File: src/include/dadc_pkg.sv
package dadc_pkg;
    // ==========================================================
    // Serial register map
    localparam logic [12:0] ADDR_PORT_CFG = 13'h0000;
    localparam logic [12:0] ADDR_CHAN_SEL = 13'h0005;
    localparam logic [12:0] ADDR_POWER    = 13'h0008;
    localparam logic [12:0] ADDR_CLK_DIV  = 13'h000B;
    localparam logic [12:0] ADDR_OUT_MODE = 13'h0014;
    localparam logic [12:0] ADDR_SYNC_CTL = 13'h003A;
    localparam logic [12:0] ADDR_STATUS   = 13'h003B;
    // ==========================================================
    // Field positions
    localparam int BIT_LSB_FIRST   = 6;
    localparam int BIT_OUT_TRI     = 4;
    localparam int BIT_SYNC_EN     = 1;
    localparam int BIT_SYNC_ONCE   = 2;
    // ==========================================================
    // Reset values
    localparam logic [7:0] RST_PORT_CFG = 8'h00;
    localparam logic [1:0] RST_CHAN_SEL = 2'h3;
    localparam logic [1:0] RST_POWER    = 2'h0;
    localparam logic [2:0] RST_CLK_DIV  = 3'h0;
    localparam logic [7:0] RST_OUT_MODE = 8'h01;
    localparam logic [7:0] RST_SYNC_CTL = 8'h00;
    // ==========================================================
    // Counts
    localparam int INSTR_BITS      = 16;
    localparam int PIPE_LATENCY    = 10;
    localparam int SEL_IDLE_CYCLES = 16;
    localparam int FIFO_DEPTH      = 8;
    // ==========================================================
    // Modes and sample pair
    typedef enum logic [1:0] {
        FMT_OFFSET_BIN = 2'h0,
        FMT_TWOS_COMP  = 2'h1,
        FMT_GRAY       = 2'h2
    } dadc_fmt_t;
    typedef enum logic [1:0] {
        PWR_NORMAL  = 2'h0,
        PWR_DOWN    = 2'h1,
        PWR_STANDBY = 2'h2
    } dadc_pwr_t;
    typedef struct packed {
        logic [11:0] a_code;
        logic        a_or;
        logic [11:0] b_code;
        logic        b_or;
    } dadc_pair_t;
endpackage : dadc_pkg

File: src/rtl/dadc_ctrl.sv
`timescale 1ns/10ps
// ==========================================================
// Sample FIFO
module dadc_fifo #(
    parameter int WIDTH = 26,
    parameter int DEPTH = 8
) (
    // Clock and reset
    input  wire logic             mclk,
    input  wire logic             rstn,
    // Fill side
    input  wire logic             in_valid,
    output logic                  in_ready,
    input  wire logic [WIDTH-1:0] in_data,
    // Drain side
    output logic                  out_valid,
    input  wire logic             out_ready,
    output logic      [WIDTH-1:0] out_data
);
    localparam int AW = $clog2(DEPTH);
    logic [WIDTH-1:0] mem_q [DEPTH];
    logic [AW-1:0]    wr_q;
    logic [AW-1:0]    rd_q;
    logic [AW:0]      cnt_q;
    wire              push = in_valid && in_ready;
    wire              pop  = out_valid && out_ready;
    assign in_ready  = (cnt_q != (AW+1)'(DEPTH));
    assign out_valid = (cnt_q != '0);
    assign out_data  = mem_q[rd_q];
    always_ff @(posedge mclk)
    begin
        if (push)
            mem_q[wr_q] <= in_data;
    end
    always_ff @(posedge mclk or negedge rstn)
    begin
        if (!rstn)
        begin
            wr_q  <= '0;
            rd_q  <= '0;
            cnt_q <= '0;
        end
        else
        begin
            if (push)
                wr_q <= (wr_q == AW'(DEPTH-1)) ? '0 : wr_q + 1'b1;
            if (pop)
                rd_q <= (rd_q == AW'(DEPTH-1)) ? '0 : rd_q + 1'b1;
            cnt_q <= cnt_q + (AW+1)'(push) - (AW+1)'(pop);
        end
    end
endmodule : dadc_fifo

// ==========================================================
// Converter digital control
// Contract
// - Pin or register request enters power-down
// - Power-down floats all data drivers
// - Pin low returns to normal operation
// - Register standby keeps reference powered
// - Encoding selectable: offset, twos, gray
// - Twos complement default; saturate out-of-range
// - Three-state pin high floats data
// - Per-channel three-state bit 4, 0x14
// - One channel off: repeat other channel
// - Ten sample clock pipeline latency
// - Data capture clock driven with data
// - Over-range flag aligned, ten cycles
// - Strobe resync once or always, 0x3A
// - Alignment strobe synchronised before use
// - Select fall plus clock starts frame
// - Select low streams; high stalls bytes (code: high ends a streaming-length frame)
// - Select held high floats port pins
// - Sixteen-bit instruction: direction and length
// - Eight-bit data; first bit is direction (code: last bit in LSB-first mode)
// - Read turns data line at data phase
// - MSB first default; LSB first selectable
// - Valid strobe resets divider; bits 1, 2
// - Divider ratio programmable one to eight
module dadc_ctrl
    import dadc_pkg::*;
#(
    parameter int RAW_W = 14
) (
    // Clock and reset
    input  wire logic                    mclk,
    input  wire logic                    rstn,
    // Converter core samples, sample enable and power enables
    input  wire logic signed [RAW_W-1:0] adc_a_raw,
    input  wire logic signed [RAW_W-1:0] adc_b_raw,
    output logic                         sample_en_q,
    output logic                         core_power_en_q,
    output logic                         ref_power_en_q,
    // Control pins
    input  wire logic                    power_down_request,
    input  wire logic                    output_three_state_n,
    input  wire logic                    align_strobe,
    // Data output port
    output logic             [11:0]      data_out_q,
    output logic                         over_range_q,
    output logic                         data_oe_n_q,
    output logic                         data_capture_clock_out_q,
    // Serial port
    input  wire logic                    sclk,
    input  wire logic                    port_select_n,
    input  wire logic                    sdio_in,
    output logic                         sdio_out_q,
    output logic                         sdio_oe_n_q,
    output logic                         secondary_en_q
);
    // ==========================================================
    // Pin synchronisers
    logic [1:0] pd_s_q, oe_s_q, st_s_q, ck_s_q, cs_s_q, di_s_q;
    logic       st_d_q, ck_d_q, cs_d_q;
    always_ff @(posedge mclk or negedge rstn)
    begin
        if (!rstn)
        begin
            pd_s_q <= '0;
            oe_s_q <= 2'h3;
            st_s_q <= '0;
            ck_s_q <= '0;
            cs_s_q <= 2'h3;
            di_s_q <= '0;
            st_d_q <= 1'b0;
            ck_d_q <= 1'b0;
            cs_d_q <= 1'b1;
        end
        else
        begin
            pd_s_q <= {pd_s_q[0], power_down_request};
            oe_s_q <= {oe_s_q[0], output_three_state_n};
            st_s_q <= {st_s_q[0], align_strobe};
            ck_s_q <= {ck_s_q[0], sclk};
            cs_s_q <= {cs_s_q[0], port_select_n};
            di_s_q <= {di_s_q[0], sdio_in};
            st_d_q <= st_s_q[1];
            ck_d_q <= ck_s_q[1];
            cs_d_q <= cs_s_q[1];
        end
    end
    wire strobe_rise = st_s_q[1] && !st_d_q;
    wire sck_rise    = ck_s_q[1] && !ck_d_q;
    wire sck_fall    = !ck_s_q[1] && ck_d_q;
    wire sel         = !cs_s_q[1];
    wire sel_fall    = sel && cs_d_q;
    wire sel_rise    = !sel && !cs_d_q;

    // ==========================================================
    // Registers
    logic [7:0] port_cfg_q, out_mode_a_q, out_mode_b_q, sync_ctl_q;
    logic [1:0] chan_sel_q, power_q;
    logic [2:0] clk_div_q;
    logic       sync_armed_q;
    logic       fifo_full;
    wire  lsb_first = port_cfg_q[BIT_LSB_FIRST];
    wire  pd_active = pd_s_q[1] || (power_q == PWR_DOWN);
    wire  sb_active = !pd_active && (power_q == PWR_STANDBY);

    function automatic logic [7:0] reg_read(input logic [12:0] a);
        logic [7:0] r;
        r = 8'h00;
        unique case (a)
            ADDR_PORT_CFG: r = port_cfg_q;
            ADDR_CHAN_SEL: r = {6'h00, chan_sel_q};
            ADDR_POWER:    r = {6'h00, power_q};
            ADDR_CLK_DIV:  r = {5'h00, clk_div_q};
            ADDR_OUT_MODE: r = chan_sel_q[0] ? out_mode_a_q : out_mode_b_q;
            ADDR_SYNC_CTL: r = sync_ctl_q;
            ADDR_STATUS:   r = {4'h0, fifo_full, sync_armed_q, sb_active, pd_active};
            default:       r = 8'h00;
        endcase
        return r;
    endfunction : reg_read

    function automatic logic [7:0] rev8(input logic [7:0] v);
        logic [7:0] r;
        for (int i = 0; i < 8; i++)
            r[i] = v[7-i];
        return r;
    endfunction : rev8

    // ==========================================================
    // Serial frame engine
    typedef enum logic [1:0] {SP_IDLE, SP_INSTR, SP_DATA, SP_DONE} dadc_sp_t;
    dadc_sp_t    sp_q;
    logic [15:0] shin_q;
    logic [4:0]  bit_q;
    logic [12:0] addr_q;
    logic        rd_q;
    logic [1:0]  len_q;
    logic [1:0]  bytes_q;
    logic [7:0]  tx_q;
    logic [4:0]  idle_q;
    wire  [15:0] shin_nx   = {shin_q[14:0], di_s_q[1]};
    // Whole instruction is bit-reversed in LSB-first mode
    wire  [15:0] instr     = lsb_first ? {rev8(shin_nx[7:0]), rev8(shin_nx[15:8])} : shin_nx;
    wire  [7:0]  byte_in   = lsb_first ? rev8(shin_nx[7:0]) : shin_nx[7:0];
    wire         byte_end  = (bit_q[2:0] == 3'h7);
    wire         instr_end = (bit_q == 5'(INSTR_BITS - 1));
    wire  [12:0] addr_nx   = lsb_first ? addr_q + 13'h1 : addr_q - 13'h1;
    wire         last_byte = (len_q != 2'h3) && (bytes_q == len_q);
    wire         wr_strobe = (sp_q == SP_DATA) && sel && sck_rise && byte_end && !rd_q;
    // Stall: outside streaming length (len 3), select may rise on a byte boundary without ending the frame
    wire         stall_ok  = (bit_q[2:0] == 3'h0) && (sp_q == SP_INSTR && bit_q != '0
                             || sp_q == SP_DATA && len_q != 2'h3);

    always_ff @(posedge mclk or negedge rstn)
    begin
        if (!rstn)
        begin
            sp_q    <= SP_IDLE;
            shin_q  <= '0;
            bit_q   <= '0;
            addr_q  <= '0;
            rd_q    <= 1'b0;
            len_q   <= '0;
            bytes_q <= '0;
            tx_q    <= '0;
        end
        else if (sel_fall && !(stall_ok && sp_q != SP_IDLE))
        begin
            sp_q  <= SP_INSTR;
            bit_q <= '0;
        end
        else if (sel_rise && !stall_ok)
            sp_q <= SP_IDLE;
        else if (sel && sck_rise)
        begin
            shin_q <= shin_nx;
            unique case (sp_q)
                SP_INSTR:
                begin
                    bit_q <= bit_q + 5'h1;
                    if (instr_end)
                    begin
                        rd_q    <= instr[15];
                        len_q   <= instr[14:13];
                        addr_q  <= instr[12:0];
                        tx_q    <= reg_read(instr[12:0]);
                        bytes_q <= '0;
                        bit_q   <= '0;
                        sp_q    <= SP_DATA;
                    end
                end
                SP_DATA:
                begin
                    bit_q <= bit_q + 5'h1;
                    if (byte_end)
                    begin
                        addr_q  <= addr_nx;
                        tx_q    <= reg_read(addr_nx);
                        bytes_q <= (bytes_q == 2'h3) ? 2'h3 : bytes_q + 2'h1;
                        bit_q   <= '0;
                        if (last_byte)
                            sp_q <= SP_DONE;
                    end
                end
                default: ;
            endcase
        end
        else if (sel && sck_fall && sp_q == SP_DATA && rd_q)
            tx_q <= lsb_first ? {1'b0, tx_q[7:1]} : {tx_q[6:0], 1'b0};
    end

    // Read data leaves on falling edges once the data phase starts
    always_ff @(posedge mclk or negedge rstn)
    begin
        if (!rstn)
        begin
            sdio_out_q     <= 1'b0;
            sdio_oe_n_q    <= 1'b1;
            idle_q         <= '0;
            secondary_en_q <= 1'b0;
        end
        else
        begin
            if (sel && sck_fall && sp_q == SP_DATA && rd_q)
                sdio_out_q <= lsb_first ? tx_q[0] : tx_q[7];
            sdio_oe_n_q <= !(sel && sp_q == SP_DATA && rd_q);
            if (sel)
                idle_q <= '0;
            else if (idle_q != 5'(SEL_IDLE_CYCLES))
                idle_q <= idle_q + 5'h1;
            secondary_en_q <= !sel && (idle_q == 5'(SEL_IDLE_CYCLES));
        end
    end

    // ==========================================================
    // Register writes
    wire [12:0] wa = addr_q;
    always_ff @(posedge mclk or negedge rstn)
    begin
        if (!rstn)
        begin
            port_cfg_q   <= RST_PORT_CFG;
            chan_sel_q   <= RST_CHAN_SEL;
            power_q      <= RST_POWER;
            clk_div_q    <= RST_CLK_DIV;
            out_mode_a_q <= RST_OUT_MODE;
            out_mode_b_q <= RST_OUT_MODE;
            sync_ctl_q   <= RST_SYNC_CTL;
        end
        else if (wr_strobe)
        begin
            if (wa == ADDR_PORT_CFG)
                port_cfg_q <= byte_in;
            if (wa == ADDR_CHAN_SEL)
                chan_sel_q <= byte_in[1:0];
            if (wa == ADDR_POWER)
                power_q <= byte_in[1:0];
            if (wa == ADDR_CLK_DIV)
                clk_div_q <= byte_in[2:0];
            if (wa == ADDR_OUT_MODE && chan_sel_q[0])
                out_mode_a_q <= byte_in;
            if (wa == ADDR_OUT_MODE && chan_sel_q[1])
                out_mode_b_q <= byte_in;
            if (wa == ADDR_SYNC_CTL)
                sync_ctl_q <= byte_in;
        end
    end

    // ==========================================================
    // Divider with strobe resynchronisation
    logic [2:0] div_q;
    logic       stall;
    wire sync_hit = strobe_rise && sync_ctl_q[BIT_SYNC_EN]
                    && (!sync_ctl_q[BIT_SYNC_ONCE] || sync_armed_q);
    wire running  = !pd_active && !sb_active;
    always_ff @(posedge mclk or negedge rstn)
    begin
        if (!rstn)
        begin
            div_q        <= '0;
            sync_armed_q <= 1'b0;
            sample_en_q  <= 1'b0;
        end
        else
        begin
            if (wr_strobe && wa == ADDR_SYNC_CTL)
                sync_armed_q <= 1'b1;
            else if (sync_hit)
                sync_armed_q <= 1'b0;
            if (sync_hit || div_q == clk_div_q)
                div_q <= '0;
            else
                div_q <= div_q + 3'h1;
            // A full FIFO drops the sample slot rather than corrupting latency
            sample_en_q <= running && !stall && !sync_hit && (div_q == clk_div_q);
        end
    end

    // ==========================================================
    // Saturation, encoding and pipeline
    function automatic logic [12:0] sat_code(input logic signed [RAW_W-1:0] r,
                                            input logic [1:0] fmt);
        logic [11:0] t;
        logic        o;
        o = (r > RAW_W'(2047)) || (r < -RAW_W'(2048));
        t = (r > RAW_W'(2047)) ? 12'h7FF : (r < -RAW_W'(2048)) ? 12'h800 : r[11:0];
        unique case (fmt)
            FMT_TWOS_COMP: return {t, o};
            FMT_GRAY:      return {{~t[11], t[10:0]} ^ {1'b0, ~t[11], t[10:1]}, o};
            default:       return {~t[11], t[10:0], o};
        endcase
    endfunction : sat_code

    dadc_pair_t pipe_q [PIPE_LATENCY];
    logic       pv_q [PIPE_LATENCY];
    wire [12:0] enc_a = sat_code(adc_a_raw, out_mode_a_q[1:0]);
    wire [12:0] enc_b = sat_code(adc_b_raw, out_mode_b_q[1:0]);
    always_ff @(posedge mclk or negedge rstn)
    begin
        if (!rstn)
        begin
            for (int i = 0; i < PIPE_LATENCY; i++)
            begin
                pipe_q[i] <= '0;
                pv_q[i]   <= 1'b0;
            end
        end
        else if (sample_en_q)
        begin
            pipe_q[0] <= {enc_a, enc_b};
            pv_q[0]   <= 1'b1;
            for (int i = 1; i < PIPE_LATENCY; i++)
            begin
                pipe_q[i] <= pipe_q[i-1];
                pv_q[i]   <= pv_q[i-1];
            end
        end
    end

    // ==========================================================
    // Output buffer and interleaver
    logic       in_ready, out_valid, phase_q;
    dadc_pair_t head;
    dadc_pair_t cur_q;
    assign stall     = !in_ready;
    assign fifo_full = !in_ready;
    dadc_fifo #(
        .WIDTH ($bits(dadc_pair_t)),
        .DEPTH (FIFO_DEPTH)
    ) u_fifo (
        .mclk      (mclk),
        .rstn      (rstn),
        .in_valid  (sample_en_q && pv_q[PIPE_LATENCY-1]),
        .in_ready  (in_ready),
        .in_data   (pipe_q[PIPE_LATENCY-1]),
        .out_valid (out_valid),
        .out_ready (!phase_q),
        .out_data  (head)
    );
    wire a_off  = out_mode_a_q[BIT_OUT_TRI];
    wire b_off  = out_mode_b_q[BIT_OUT_TRI];
    wire show_a = phase_q ? b_off : !a_off;
    wire [12:0] nxt = !phase_q ? (a_off ? {head.b_code, head.b_or} : {head.a_code, head.a_or})
                               : (show_a ? {cur_q.a_code, cur_q.a_or}
                                         : {cur_q.b_code, cur_q.b_or});
    always_ff @(posedge mclk or negedge rstn)
    begin
        if (!rstn)
        begin
            phase_q                  <= 1'b0;
            cur_q                    <= '0;
            data_out_q               <= '0;
            over_range_q             <= 1'b0;
            data_oe_n_q              <= 1'b1;
            data_capture_clock_out_q <= 1'b0;
            core_power_en_q          <= 1'b1;
            ref_power_en_q           <= 1'b1;
        end
        else
        begin
            core_power_en_q <= running;
            ref_power_en_q  <= !pd_active;
            // Output and data clock hold at the B half, clock low, when the FIFO runs dry
            if (!phase_q && out_valid)
                cur_q <= head;
            if (phase_q || out_valid)
            begin
                phase_q                  <= !phase_q;
                data_capture_clock_out_q <= !phase_q;
                data_out_q               <= nxt[12:1];
                over_range_q             <= nxt[0];
            end
            data_oe_n_q <= pd_active || sb_active || oe_s_q[1]
                           || (a_off && b_off);
        end
    end
endmodule : dadc_ctrl

File: config.mk
export PLATFORM = sky130hd
export DESIGN_NAME = dadc_ctrl
export DESIGN_NICKNAME = d
export VERILOG_FILES = /design/src/include/dadc_pkg.sv /design/src/rtl/dadc_ctrl.sv
export SDC_FILE = /design/constraint.sdc
export NUM_CORES = 1
export LEC_CHECK = 0
export ABC_AREA = 1
export BUFFER_PORTS_ARGS = -buffer_cell sky130_fd_sc_hd__buf_2
export CAP_MARGIN = 20
export CORE_MARGIN = 4
export CORE_UTILIZATION = 25
export CTS_CLUSTER_SIZE = 40
export DETAILED_ROUTE_END_ITERATION = 12
export PLACE_DENSITY = 0.43
export SETUP_SLACK_MARGIN = 0.2
export SLEW_MARGIN = 10
export SYNTH_ARGS = -nofsm -noshare
export SYNTH_HDL_FRONTEND = slang
export SYNTH_SLANG_ARGS = --single-unit
export TNS_END_PERCENT = 30
File: constraint.sdc
create_clock -name mclk -period 4 [get_ports mclk]
set_input_delay 0.6 -clock mclk [delete_from_list [all_inputs] [get_ports mclk]]
set_output_delay 0.6 -clock mclk [all_outputs]
set_load 0.01 [all_outputs]
==> qor.yml, run 1 <==
outcome:
  outcome: "complete, no violations"
power_and_ir_drop:
  p_int_mw: 14.3
  p_seq_share_pct: 45.5
  combPwrFrac_pct: 23.8
  p_sw_mw: 7.53
  leakagePower_nw: 14.6
  p_total_mw: 21.9
  pwr-share-clk_pct: 30.7
  ir_drop_v: 0.000427
  switching_share_pct: 34.4
  p_per_area_nw_per_um2: 667
synth:
  synthFlopType: "dfrtp_1"
  muxShareOfSynthArea_pct: 0.0397
  synth_top_area_share_pct: 37.5
  synth.most_common_cell: "nand2_1"
  yosys_warnings: 0
  avgSynthCellArea_um2: 9.11
  syn_inst: 3113
  synthArstFlopShare_pct: 67.8
  syn-cell-area_um2: 28300
  ys_seq_area_share_pct: 60.8
  synthAdderAreaFrac_pct: 1.77
  synth_cell_types: 51
  synth_top_family_by_area: "simple AND/OR/NAND/NOR gates"
  synth_xor_xnor_area_share_pct: 0.649
  yosys.area_share.simple_pct: 22.9
  synthTopCellsByCount: "1170 x nand2_1, 425 x dfrtp_1, 243 x o21ai_0"
  synth_seq_cells: 646
  yosysTopAreaCell: "dfrtp_1"
  synth-compound-area-share_pct: 9.33
  synth_enable_flop_cells: 208
  syn_nets: 3188
  synth.area.top_cells: "dfrtp_1 38%, edfxtp_1 22%, nand2_1 15%"
floorplanning:
  die_w_um: 345
  die_h_um: 345
  pin_count: 57
  rows: 123
  die_area_um2: 119000
  core_area_um2: 112000
  start_util_pct: 25.2
sta:
  skew_ps: 23.9
  finalCriticalPeriod_ps: 3200
  worstMarginPinSlew_ps: 988
  grt_setup_unrepaired: "false"
  finalMaxSlewViolations: 0
  fin_crit_sh_pct: 80.0
  tns_ps: 0
  setup_viol: 0
  relSlewSlack_pct: 34.2
  max_freq_mhz: 312
  finalHoldViolCount: 0
critical_path:
  cpMostUsedCell: "nand2_1"
  worst-path-buf-inv: 3
  slowest_stage: "nor2_4"
  cp.required_ps: 4550
  crit_family: "simple AND/OR/NAND/NOR gates"
  cp-start-kind: "register"
  crit_chain: "inv_2 -> ha_1 -> nand2_1 -> inv_1 -> a21oi_1 -> nand4_1 -> nand2_1 -> nand2_1 -> nor2_4 -> nand3_1 -> inv_2 -> nor2_2 -> nand2_4 -> nand3_1 -> nand2_1 -> nand2_1 -> nand2_1"
  crit_fanout: 31
  cp-end-kind: "register"
  max_stage_delay_ps: 530
  r2r_slack_ps: 800
  critPathKind: "reg -> reg"
  crit_arrival_ps: 3750
grt:
  grt_max_degree: 168
  met2_usage_pct: 18.6
  grt_overflow: 0
  gr-usage-met3_pct: 1.87
  grt_use_met1_pct: 18.9
  grt.total_usage_pct: 12.5
  grt_pass1_wl_um: 119000
  antenna_found_initial: 1
  grt.busiest_layer: "met1"
  grt_pass1_vias: 20607
clock_network:
  clockBufferDepth: 3
  numCtsBuffers: 74
  htreeDepth: 3
  cts_root_buf: "clkbuf_16"
  cts_sinks: 646
  clkLatencyLatePin_ps: 630
  clk_pin_slew_ps: 60
  cts_tree: "built"
layout:
  drive_above_1_share_pct: 9.20
  diodes: 0
  fillCellCount: 11979
  finalNetCount: 3220
  syn_to_final_growth_pct: 15.7
  regArea_um2: 17200
  final_cells: 4706
  multi_input_area_um2: 9860
routing:
  drc: 0
  wl_um: 73800
  drt_iter0_markers: 1451
  wire_per_inst_um: 15.7
  viasPerCell: 4.41
  drt_first_pass_iters: 5
  antenna_left: 0
  routed-via-count: 20765
place:
  dp_hpwl_um: 46400
  port_buffers: 56
  place.gp.congestion: 0.835
  place_inst: 4568
min_path:
  hold_class: "in -> reg"
run:
  maxCapViolations: 0
sequential cells by signal, summed over array words and instances, names as in the netlist, 3 cells and up:
register and flops:
div_q 3, sync_ctl_q 8, u_fifo.cnt_q 4, data_out_q 12
u_fifo.wr_q 3, addr_q 13, u_fifo.rd_q 3, cur_q 26
tx_q 8, u_fifo.mem_q 208, port_cfg_q 8, pipe_q 260
clk_div_q 3, idle_q 5, pv_q 10, out_mode_b_q 8
out_mode_a_q 8, bit_q 5, shin_q 15
cells in the final DEF, fill, tap and decap left out, drive strengths merged, types with 58 or more instances in the layout:
cell    count
edfxtp    208
nor2      242
nand4      58
inv       188
a21oi      81
clkbuf    108
buf       100
nand3      90
nand2    1178
dfrtp     425
o21ai     251
area by class of cell:
cell class / count / share of cell area, %
inverters: 185 / 2.14
clock inverters: 29 / 0.878
well taps: 1500 / 5.72
multi-input cells: 2137 / 30.1
repair buffers: 101 / 2.19
clock buffers: 108 / 6.47
flip-flops and latches: 646 / 52.5
layer usage:
metal | vias up | part of all wire (%)
met2 | 358 | 43
met1 | 9920 | 52
met4 | 0 | 2.1
met5 | - | 0
li1 | 10379 | -
met3 | 108 | 3.9
path summary, 6_finish.rpt:
kind	from	cells past startpoint	end
worst max-delay path	port_cfg_q[6]	17	tx_q[6]
worst min-delay path	output_three_state_n	1	oe_s_q[0]
worst max register to register	port_cfg_q[6]	17	tx_q[6]
worst min register to register	ck_s_q[0]	0	ck_s_q[1]
max in group asynchronous	rstn	3	pipe_q[217]
min in group asynchronous	rstn	2	cur_q[4]
repair_timing:
item	in CTS	in global routing
hold buffers	1	0
endpoints found under the hold margin	46	0
gates resized for setup	0	0
setup buffers	0	0
stage by stage:
step                      setup WS, ps  instance area [um2]  hold WS [ps]  util [%]
final                              800                32800          70.1      29.2
after global routing               435                32800          24.8      29.2
after CTS                          817                32800         0.509      29.2
after detailed placement           834                30400           341      27.0
after global placement             860                30400           334      27.0
after floorplan                    968                28300           304         -
cells by family (layout without fill, tap and decap cells):
| family | count (synthesis) | after routing |
|---|---|---|
| simple gates | 1604 | 1604 |
| xor+xnor | 21 | 21 |
| mux | 1 | 1 |
| buf+inv | 330 | 423 |
| flops | 646 | 646 |
| compound gates | 472 | 472 |
| fa+ha+maj | 39 | 39 |
power by group through the flow:
| stage | Sequential [mW] | Combinational [mW] | Clock, mW |
|---|---|---|---|
| after floorplan | 9.70 | 3.70 | 0 |
| after global placement | 10.1 | 5.28 | 0 |
| after detailed placement | 10.1 | 5.32 | 0 |
| after CTS | 9.97 | 5.34 | 6.97 |
| after global routing | 10.2 | 6.06 | 7.24 |
| final | 9.95 | 5.22 | 6.71 |
(Power assumes the default switching activity.)
==> inputs of run 2 (changes only) <==
- clock period: 4 -> 3.05 ns (I/O delays scaled with it)
==> qor.yml, run 2 (synthesis gave the netlist of run 1 again) <==
grt:
  grt_pass1_wl_um: 118000
  antenna_found_initial: 0
  grt_pass1_vias: 19888
  grt_max_degree: 206
  grt_overflow: 0
  grt.total_usage_pct: 12.4
floorplanning:
  die_w_um: 345
  rows: 123
  core_area_um2: 112000
  die_area_um2: 119000
  pin_count: 57
  die_h_um: 345
  start_util_pct: 25.2
place:
  place_inst: 4594
  port_buffers: 56
  place.gp.congestion: 0.861
  place_area_um2: 30700
  pre_cts_ws_ps: 207
  dp_hpwl_um: 46300
layout:
  final_cell_mix: "1170 x nand2_1, 422 x dfrtp_1, 243 x o21ai_0, 223 x nor2_1, 208 x edfxtp_1"
  final_common_cell: "nand2_1"
  drive_above_1_share_pct: 10.5
  final_util_pct: 29.6
  regMostFlops: "pipe_q"
  largest_reg_flops: 260
  reg_top3: "pipe_q (260), u_fifo.mem_q (208), cur_q (26)"
  final_cells: 4747
  design_area_um2: 33300
  syn_to_final_growth_pct: 17.5
  finalNetCount: 3260
  diodes: 0
routing:
  drc: 0
  viasPerCell: 4.39
  wl_um: 74300
  wire_per_inst_um: 15.7
  drt_first_pass_iters: 5
  routed-via-count: 20857
  antenna_left: 0
  drt_iter0_markers: 1652
min_path:
  hold_class: "in -> reg"
  hp-start: "adc_a_raw[13]"
clock_network:
  htreeDepth: 3
  clockBufferDepth: 3
  clk_pin_slew_ps: 60
  numCtsBuffers: 75
  cts_root_buf: "clkbuf_16"
  cts_tree: "built"
  clkLatencyLatePin_ps: 640
  cts_sinks: 646
power_and_ir_drop:
  leakagePower_nw: 14.8
  p_total_mw: 28.7
  p_per_area_nw_per_um2: 861
  ir_drop_v: 0.000441
outcome:
  outcome: "complete, no violations"
sta:
  tns_ps: 0
  worst_slack_ps: 385
  grt_setup_unrepaired: "true"
  worstMarginPinSlew_ps: 1070
  hold_ws_ps: 150
  finalHoldViolCount: 0
  max_freq_mhz: 375
  fin_crit_sh_pct: 87.4
  skew_ps: 31.7
  finalCriticalPeriod_ps: 2660
  setup_viol: 0
  relSlewSlack_pct: 28.9
  finalMaxSlewViolations: 0
critical_path:
  cp-start-kind: "register"
  crit_fanout: 13
  crit_arrival_ps: 3230
  r2r-start: "port_cfg_q[6]"
  cp.required_ps: 3610
  cp-end-kind: "register"
  critPathKind: "reg -> reg"
  startpoint: "port_cfg_q[6]"
run:
  maxCapViolations: 0
-- run 2: changes by cell type in the layout (fill, tap and decap cells not counted), sizes merged --
cell / previous run / this run
dlygate4sd3: 1 / 7
clkbuf: 108 / 105
clkinv: 21 / 25
inv: 188 / 187
clkinvlp: 3 / 5
buf: 100 / 133
-- run 2: worst max-delay path: stages, from the launching register on --
cell,delay (ps)
dfrtp_2,440
inv_8,90
fa_2,440
xor2_1,300
inv_1,150
nor2_1,160
nand2_1,70
nor3_1,340
nand3_1,120
nand2_1,100
nor2_2,50
nand2_4,90
nand3_1,70
nand2_1,90
nand2_1,50
nand2_1,50
-- run 2: cell type report --
| class | instances | area, um2 |
|---|---|---|
| fillers | 12002 | 79200 |
| clock buffers | 105 | 2070 |
| flip-flops and latches | 646 | 17200 |
| multi-input cells | 2137 | 9930 |
| repair buffers | 140 | 1200 |
| inverters | 185 | 709 |
| clock inverters | 34 | 300 |
| well taps | 1500 | 1880 |
-- run 2: repair_timing --
action | in CTS | in global routing
pin swaps | 1 | 4
endpoints found under the setup margin | 1 | 8
hold buffers | 7 | 0
setup buffers | 3 | 4
hold endpoints to repair | 52 | 0
resized for setup | 0 | 23
-- run 2: path summary, 6_finish.rpt --
| path | endpoint | slack [ps] | depth (start not counted) |
|---|---|---|---|
| worst max-delay path | tx_q[7] | 390 | 15 |
| worst min-delay path | pipe_q[259] | 150 | 3 |
| worst max register to register | tx_q[7] | 390 | 15 |
| worst min register to register | di_s_q[1] | 340 | 0 |
| max in group asynchronous | out_mode_b_q[0] | 1760 | 3 |
| min in group asynchronous | u_fifo.cnt_q[1] | 400 | 2 |
-- run 2: routing by layer --
layer | vias up | wire length [um] | track usage (%)
li1 | 10428 | - | -
met1 | 9984 | 39000 | 19.2
met2 | 349 | 31100 | 18.0
met3 | 96 | 2830 | 2.04
met4 | 0 | 1410 | 3.06
met5 | - | 0 | 0
-- run 2: report_power, final --
part,internal [mW],switching (mW)
combinational,2.34,4.59
sequential,11.5,1.54
clock,4.97,3.72
total,18.8,9.85
